$ cat src/rtl/idbank_params.svh
// Constants for the identity and inventory command bank.
// Assumes it is included by bare name from the bank's design file.
`ifndef IDBANK_PARAMS_SVH
`define IDBANK_PARAMS_SVH

// Command codes decoded by the bank.
`define CMD_MODEL_INFO 8'h9a
`define CMD_SUPPLIER_REV 8'h9b
`define CMD_SERIAL_NUM 8'h9e
`define CMD_PART_ID 8'had
`define CMD_SILICON_REV 8'hae

// Block lengths in bytes for each kind of command.
`define STORE_BYTES 4'h3
`define PART_ID_BYTES 4'h6
`define SILICON_REV_BYTES 4'h2
`define NO_BYTES 4'h0

// Index of each user store in the storage array.
`define IDX_MODEL_INFO 2'h0
`define IDX_SUPPLIER_REV 2'h1
`define IDX_SERIAL_NUM 2'h2

// Communication status layout and reset values.
`define STATUS_INVALID_CMD_MASK 8'h80
`define STATUS_CML_RESET 8'h00
`define STORE_RESET 24'h00_0000

`endif

$ cat src/rtl/idbank_pkg.sv
// Types shared by the identity and inventory command bank.
// Assumes nothing beyond a SystemVerilog compiler.
package idbank_pkg;
   // One three-byte user store word.
   typedef logic [23:0] store_word_t;
   // The widest block that a read can return.
   typedef logic [47:0] block_word_t;
   // A block length in bytes.
   typedef logic [3:0] byte_count_t;
endpackage

$ cat src/rtl/pmbus_identity_command_bank.sv
// Identity and inventory command bank behind the power-management bus.
// Assumes a protocol engine on the same clock that hands over whole block
// transfers as one-cycle strobes and forwards the read answer to the host.
//
// Functional notes
// - Writable 24-bit model information store.
// - 9Bh block write and 3-byte read.
// - 9Eh serial number block write, read, kept.
// - Serial number feeds the stored image checksum.
// - ADh returns fixed six bytes, byte0 lowest.
// - AEh returns fixed two bytes, never written.
// - Read-only write sets summary and bit 7.
// - Invalid command pulls the bus alert line low.
`timescale 1ns/10ps
`include "idbank_params.svh"

module pmbus_identity_command_bank
   import idbank_pkg::*;
#(
   // Part identification; the default value is arbitrary.
   parameter logic [47:0] PART_ID_VALUE = 48'h0123_4567_89ab,
   // Silicon revision fields; the default values are arbitrary.
   parameter logic [3:0] MAJOR_REV = 4'h1,
   parameter logic [3:0] MINOR_REV = 4'h0,
   parameter logic [7:0] SUB_MINOR_REV = 8'h00,
   // Width of the running byte sum of the stored image.
   parameter int CKSUM_W = 16
) (
   // Clock and reset.
   input wire logic REF_CLK_I,
   input wire logic RESET_N_I,
   // Command handed over by the protocol engine.
   input wire logic [7:0] CMD_I,
   input wire logic WR_STB_I,
   input wire byte_count_t WR_COUNT_I,
   input wire block_word_t WR_DATA_I,
   input wire logic RD_STB_I,
   // Read answer.
   output logic RD_VALID_O,
   output byte_count_t RD_COUNT_O,
   output block_word_t RD_DATA_O,
   // Fault clearing and nonvolatile restore.
   input wire logic FAULT_CLR_I,
   input wire logic NVM_LOAD_I,
   input wire logic [71:0] NVM_IMAGE_I,
   // Status and alert.
   output logic CML_SUMMARY_O,
   output logic [7:0] STATUS_CML_O,
   output logic ALERT_O,
   output logic ALERT_OE_N_O,
   // Byte sum over the user stores.
   output logic [CKSUM_W-1:0] CHECKSUM_O
);

   // Nine bytes of at most 255 each need twelve bits to sum without loss.
   generate
      if (CKSUM_W < 12) begin : g_bad_cksum_w
         $error("CKSUM_W must be at least 12");
      end
   endgenerate

   // Command decode, one wire per code.
   wire hit_model = (CMD_I == `CMD_MODEL_INFO);
   wire hit_rev = (CMD_I == `CMD_SUPPLIER_REV);
   wire hit_serial = (CMD_I == `CMD_SERIAL_NUM);
   wire hit_id = (CMD_I == `CMD_PART_ID);
   wire hit_sirev = (CMD_I == `CMD_SILICON_REV);
   // Writable user stores versus fixed read-only words.
   wire is_store = hit_model | hit_rev | hit_serial;
   wire is_ro = hit_id | hit_sirev;
   wire is_hit = is_store | is_ro;

   // Which user store the current command addresses.
   wire [1:0] store_idx = hit_model ? `IDX_MODEL_INFO :
                          hit_rev ? `IDX_SUPPLIER_REV : `IDX_SERIAL_NUM;

   // A store takes only a full three-byte block; a shorter or longer block
   // is dropped whole so that a store never holds a half-written value.
   wire store_we = WR_STB_I & is_store & (WR_COUNT_I == `STORE_BYTES);

   // Any write to a fixed word is an invalid command, whatever its length.
   wire invalid_command_fault = WR_STB_I & is_ro;

   // The user stores, held as flip-flops and addressed by index.
   store_word_t user_store_ff [0:2];

   // Silicon revision word built from its three fields.
   wire [15:0] si_rev_word = {MAJOR_REV, MINOR_REV, SUB_MINOR_REV};

   // Byte image over which the checksum runs, serial number included.
   wire [71:0] image_w = {user_store_ff[2], user_store_ff[1],
                          user_store_ff[0]};

   // Read data selection, narrower words padded with zero bytes above.
   wire [47:0] nxt_rd_data = is_store ? {24'h00_0000,
                                         user_store_ff[store_idx]} :
                             hit_id ? PART_ID_VALUE :
                             hit_sirev ? {32'h0000_0000, si_rev_word} :
                             48'h0000_0000_0000;
   // Read length selection.
   wire [3:0] nxt_rd_count = is_store ? `STORE_BYTES :
                             hit_id ? `PART_ID_BYTES :
                             hit_sirev ? `SILICON_REV_BYTES : `NO_BYTES;

   // Fault state next values; a new event beats a clear in the same cycle.
   wire nxt_cml = invalid_command_fault ? 1'b1 :
                  (FAULT_CLR_I ? 1'b0 : CML_SUMMARY_O);
   wire [7:0] nxt_status_cml = invalid_command_fault ?
                               (STATUS_CML_O | `STATUS_INVALID_CMD_MASK) :
                               (FAULT_CLR_I ? `STATUS_CML_RESET :
                                STATUS_CML_O);

   // Running byte sums, one stage per image byte.
   logic [CKSUM_W-1:0] part_sum [0:9];
   assign part_sum[0] = '0;

   genvar gi;
   generate
      // One flip-flop bank per user store.
      for (gi = 0; gi < 3; gi++) begin : g_store
         // A restore from the nonvolatile image wins over a host write,
         // since the restore engine owns the stores while it runs.
         always_ff @(posedge REF_CLK_I or negedge RESET_N_I) begin
            if (!RESET_N_I) begin
               user_store_ff[gi] <= `STORE_RESET;
            end else if (NVM_LOAD_I) begin
               user_store_ff[gi] <= NVM_IMAGE_I[gi*24 +: 24];
            end else if (store_we && (store_idx == 2'(gi))) begin
               // Host content is taken as is, with no check.
               user_store_ff[gi] <= WR_DATA_I[23:0];
            end
         end
      end
      // One adder per image byte.
      for (gi = 0; gi < 9; gi++) begin : g_sum
         assign part_sum[gi+1] = part_sum[gi] +
                                 CKSUM_W'(image_w[gi*8 +: 8]);
      end
   endgenerate

   // Read answer: one cycle after the strobe, only for codes of this bank.
   always_ff @(posedge REF_CLK_I or negedge RESET_N_I) begin
      if (!RESET_N_I) begin
         RD_VALID_O <= 1'b0;
         RD_COUNT_O <= `NO_BYTES;
         RD_DATA_O <= 48'h0000_0000_0000;
      end else begin
         RD_VALID_O <= RD_STB_I & is_hit;
         // Data and length stay put between reads to keep toggling down.
         if (RD_STB_I && is_hit) begin
            RD_COUNT_O <= nxt_rd_count;
            RD_DATA_O <= nxt_rd_data;
         end
      end
   end

   // Sticky fault flags; they hold until the engine relays a clear.
   always_ff @(posedge REF_CLK_I or negedge RESET_N_I) begin
      if (!RESET_N_I) begin
         CML_SUMMARY_O <= 1'b0;
         STATUS_CML_O <= `STATUS_CML_RESET;
      end else begin
         CML_SUMMARY_O <= nxt_cml;
         STATUS_CML_O <= nxt_status_cml;
      end
   end

   // Open-drain alert: the pin only ever pulls low, and it does so in the
   // same cycle as the summary flag, so host and flag never disagree.
   always_ff @(posedge REF_CLK_I or negedge RESET_N_I) begin
      if (!RESET_N_I) begin
         ALERT_O <= 1'b0;
         ALERT_OE_N_O <= 1'b1;
      end else begin
         ALERT_O <= 1'b0;
         ALERT_OE_N_O <= ~nxt_cml;
      end
   end

   // Checksum register; it follows any store change one cycle later.
   always_ff @(posedge REF_CLK_I or negedge RESET_N_I) begin
      if (!RESET_N_I) begin
         CHECKSUM_O <= '0;
      end else begin
         CHECKSUM_O <= part_sum[9];
      end
   end

   // Reference sum for the checksum check. It is built store by store so
   // that the check does not lean on the adder chain that it judges.
   logic [CKSUM_W-1:0] ref_sum_w [0:2];
   generate
      // One three-byte sum per user store.
      for (gi = 0; gi < 3; gi++) begin : g_ref_sum
         assign ref_sum_w[gi] = CKSUM_W'(user_store_ff[gi][7:0]) +
                                CKSUM_W'(user_store_ff[gi][15:8]) +
                                CKSUM_W'(user_store_ff[gi][23:16]);
      end
   endgenerate
   // Whole-image reference total over the three stores.
   wire [CKSUM_W-1:0] ref_total_w = ref_sum_w[0] + ref_sum_w[1] +
                                    ref_sum_w[2];
endmodule

$ cat config.mk
export PLATFORM = sky130hd
export DESIGN_NAME = pmbus_identity_command_bank
export DESIGN_NICKNAME = d
export VERILOG_FILES = /design/src/rtl/idbank_pkg.sv /design/src/rtl/pmbus_identity_command_bank.sv
export VERILOG_INCLUDE_DIRS = /design/src /design/src/rtl
export SDC_FILE = /design/constraint.sdc
export NUM_CORES = 1
export LEC_CHECK = 0
export ABC_CLOCK_PERIOD_IN_PS = 5250
export BUFFER_PORTS_ARGS = -buffer_cell sky130_fd_sc_hd__buf_2
export CORE_ASPECT_RATIO = 2
export CORE_UTILIZATION = 50
export DETAILED_ROUTE_END_ITERATION = 8
export MAX_ROUTING_LAYER = met4
export PLACE_DENSITY = 0.85
export REMOVE_ABC_BUFFERS = 1
export SYNTH_ARGS = -nofsm -noshare
export SYNTH_HDL_FRONTEND = slang
export SYNTH_SLANG_ARGS = --single-unit
$ cat constraint.sdc
create_clock -name REF_CLK_I -period 5.25 [get_ports REF_CLK_I]
set_input_delay 0.2625 -clock REF_CLK_I [delete_from_list [all_inputs] [get_ports REF_CLK_I]]
set_output_delay 0.2625 -clock REF_CLK_I [all_outputs]
set_load 0.01 [all_outputs]
# Word-level counts from Yosys, hierarchy flattened
# Index checks and enable logic that the tools add are counted.
# totals
register_bits	144
input_bits	138
output_inout_bits	80
word_cells	67
# op_classes
add_sub_neg	8
order_cmp	1
n_eq_ne	8
n_mux	21
n_bitwise	10
reduce_logical	9
# op_table
op	n
2-to-1 mux 24 bit	8
2-to-1 mux 41 bit	2
binary-select mux 24 bit (select 2 bit)	1
== test 8 bit, second input constant	5
adder 15 x 8 -> 16 bit	1
2-to-1 mux 8 bit	2
adder 14 x 8 -> 15 bit	1
adder 13 x 8 -> 14 bit	1
adder 12 x 8 -> 13 bit	1
2-to-1 mux 13 bit	1
adder 11 x 8 -> 12 bit	1
adder 10 x 8 -> 11 bit	1
adder 9 x 8 -> 10 bit	1
adder 8 x 8 -> 9 bit	1
nonzero test 2 bit	4
2-to-1 mux 2 bit	3
2-to-1 mux 3 bit	2
AND 1 bit	4
== test 4 x 2 -> 1 bit, second input constant	1
logical AND 1 bit	4
bitwise OR 1 bit	4
>= comparator 3 bit, second input constant	1
inverter 2 -> 3 bit	1
== test 2 x 1 -> 1 bit, second input constant	1
4 further kinds	5

# Logic depth before layout (Yosys ltp)
# logic_depth
depth_word	8
ltp_mapped	16
ltp_nobuf	16

# Worst setup path after synthesis
# OpenSTA, ideal clock, no wires.
# synth_path
kind	flip-flop to flip-flop
from	reg user_store_ff (netlist bit image_w[3])
to	reg CHECKSUM_O[11]
setup_time_ns	0.126
arrival_time_ns	3.854
t_required_ns	5.124
setup_slack_ns	1.270
stages_incl_launch_ff	14
n_path_buf	0
synth_period_minus_slack_ns	3.980
cell_sequence	dfrtp_1 > inv_1 > fa_1 > inv_1 > fa_1 > fa_1 > inv_1 > fa_1 > inv_1 > ha_1 > a211oi_1 > nor2_1 > o31a_1 > o311a_1
# synth_lines
item	line_no	source
from (decl)	pmbus_identity_command_bank.sv:85	store_word_t user_store_ff [0:2];
from (signal, indexed assignment)	pmbus_identity_command_bank.sv:125	user_store_ff[gi] <= `STORE_RESET;
from (signal, indexed assignment)	pmbus_identity_command_bank.sv:127	user_store_ff[gi] <= NVM_IMAGE_I[gi*24 +: 24];
from (signal, indexed assignment)	pmbus_identity_command_bank.sv:130	user_store_ff[gi] <= WR_DATA_I[23:0];
to (signal assigned)	pmbus_identity_command_bank.sv:185	CHECKSUM_O <= part_sum[9];
to (decl)	pmbus_identity_command_bank.sv:52	output logic [CKSUM_W-1:0] CHECKSUM_O

==> results.ini <==
[cts]
cts_setup_buffers=0
clkLatencyLatePin_ps=410
htreeDepth=4
cts_root_buffer=clkbuf_16
cts_tree=done
clock-sinks=115
cts_buffers=17
hold_buffers=0
cts.reportedPaths.clkPinSlew_ps=60
post_cts_resized=0
clockBufferDepth=2

[timing]
slew_headroom_pct=20.54
finalMaxSlewViolations=0
hold_ws_ps=-6.410
worst_pin_slew_ps=1192
finClkSkew_ps=7.036
rsz0062_at_grt=no
setup_viol=0
fin_crit_sh_pct=80.18
setup_tns_ps=0
hold_viol=1
clock.fmax_mhz=237.6
period_needed_ps=4209

[yosys]
synthCells=742
syn_area_mm2=0.007276
synth_top_cell_by_area=dfrtp_1
yosysSeqAreaShare_pct=39.57
synth_ff_type=dfrtp_1
async_reset_ff_share_pct=100.0
yosysUniqueCellTypes=49
yosysTopAreaCellShare_pct=39.21
synth_area_leaders=dfrtp_1 (39%), fa_1 (15%), a21oi_1 (6.9%)
synth_edf_count=0
syn_area_per_cell_um2=9.806
ys_warn_count=0
ys_ff_latch=115

[grt]
grt-ovfl-total=0
grt_pass1_wl_um=28480
antenna_found_initial=1
grt_max_degree=84
grt_usage_pct=26.46
grt_pass1_vias=5852

[setup_path]
r2r-start=image_w[3]
cp_data_arrival_time_ps=4500
crit_path_start=image_w[3]
cp-start-kind=register
endpoint_kind=register
crit_type=register to register
r2r_slack_ps=1040
required_ps=5540
crit_fanout=3

[placement]
dp_hpwl_um=12990
io_buffers=163
placed_cell_area_mm2=0.008006
place.gp.congestion=0.9095

[hold_path]
hold_class=input port to async pin

[layout]
final_area_mm2=0.008578
fin_util_pct=60.10
finalNetCount=1086
area_delta_synth_final_pct=17.90
nFillCells=1271
layout-drive-gt1-share_pct=23.29

[floorplanning]
die_h_um=172.6
dieArea_mm2=0.01507
ios=218
rows=62
placeableCoreArea_mm2=0.01427
initial_utilization_pct=50.97
chipWidth_um=87.30

[route]
drt_wl_total_um=18350
routed_via_density=5.219
ant_nets=0
drt_iter0_markers=292
wire_per_inst_um=16.89
drtPass1Iterations=4
vias=5668
drc=0

[power]
power.leakage_uw=0.004508
p_per_area_mw_per_mm2=554.6
ir_worst_vdd_mv=0.6549

[run_status]
violations=hold timing
status=finished with violations

[run]
drv_cap=0

-- state kept, by name (all words and copies together) (netlist names) --
register	cells
STATUS_CML_O	1
CHECKSUM_O	12
RD_VALID_O	1
RD_DATA_O	25
RD_COUNT_O	2
ALERT_OE_N_O	1
CML_SUMMARY_O	1
image_w	72
-- worst max-delay path, cell delays in order, from the launching register on --
cell	delay (ps)
dfrtp_1	360
inv_1	80
fa_1	540
inv_1	50
fa_1	500
fa_1	550
inv_1	60
fa_1	600
inv_1	60
ha_1	300
a211oi_1	260
nor2_1	110
o31a_1	280
o311a_1	340
-- report_power, final --
part | switching (µW) | internal, µW
combinational | 1380 | 1090
clock | 410 | 716
sequential | 93.0 | 1070
total | 1880 | 2880
-- metal layers --
layer	track usage (%)	part of all wire (%)	wire [µm]	up-vias
met5	-	0	0	-
met4	14.82	4.3	785	0
met3	4.535	4.8	875	50
met2	47.10	57	10460	209
met1	26.31	34	6226	2743
li1	-	-	-	2666
-- layout make-up --
cell class	instances	area [µm²]	share of cell area [%]
Clock inverter	10	108.9	1.269
Multi-Input combinational cell	494	3714	43.29
Clock buffer	21	460.4	5.368
Antenna cell	1	2.502	0.02917
Inverter	86	322.8	3.763
Tap cell	192	240.2	2.800
Timing Repair Buffer	167	850.8	9.918
Sequential cell	115	2879	33.56
-- cell usage in the layout (no fill, tap or decap), drive strengths merged, types with 3 or more instances in the layout --
master  Yosys  layout
clkinv      0       6
o21ai      52      52
a21oi     100     100
a22o        9       9
ha         13      13
fa         54      54
mux2i      48      48
nand2      50      50
dfrtp     114     114
nor2b      27      27
a221o      13      13
nand3       5       5
conb        1      30
nor2       55      55
inv        86      86
xnor2       3       3
buf        63     167
and3        3       3
o21a        3       3
clkbuf     13      21
-- path summary, 6_finish.rpt --
path / cells past startpoint / endpoint
worst max-delay path: 13 / CHECKSUM_O[11]
worst min-delay path: 1 / image_w[41]
worst max register to register: 13 / CHECKSUM_O[11]
worst min register to register: 1 / RD_COUNT_O[1]
max in group asynchronous: 2 / ALERT_OE_N_O
min in group REF_CLK_I: 3 / image_w[47]
-- kinds of logic (layout without fill, tap and decap cells) --
group                    count (synthesis)  after routing  synth area share (%)
other                                    1             31               0.05154
XOR/XNOR                                 5              5                0.6020
flip-flops                             115            115                 39.57
adder cells (fa/ha/maj)                 67             67                 17.09
multiplexers                            49             49                 6.758
AND/OR/NAND/NOR                        153            153                 9.906
AO/OA/AOI/OAI                          190            190                 15.06
buffers and inverters                  162            284                 10.95
-- synthesized netlist by cell type (3+ instances only) --
master and number:
dfrtp_1 114, a21oi_1 100, inv_1 86, nor2_1 55, fa_1 54, nand2_1 50, mux2i_1 48, o21ai_0 44
buf_4 39, nor2b_1 26, buf_2 19, a221o_1 13, clkbuf_1 13, ha_1 13, a22o_1 9, o21ai_1 8
buf_1 3, nand3_1 3, o21a_1 3, xnor2_1 3
-- metrics by stage --
| stage | setup slack, ps | instances | total power [µW] |
|---|---|---|---|
| after floorplan | 1270 | 695 | 2977 |
| after global placement | 1118 | 1054 | 3547 |
| after detailed placement | 1044 | 1054 | 3667 |
| after CTS | 1030 | 1085 | 4811 |
| after global routing | 853.0 | 1086 | 5164 |
| final | 1041 | 1086 | 4758 |
No activity file was read; power rests on OpenSTA's default activity.
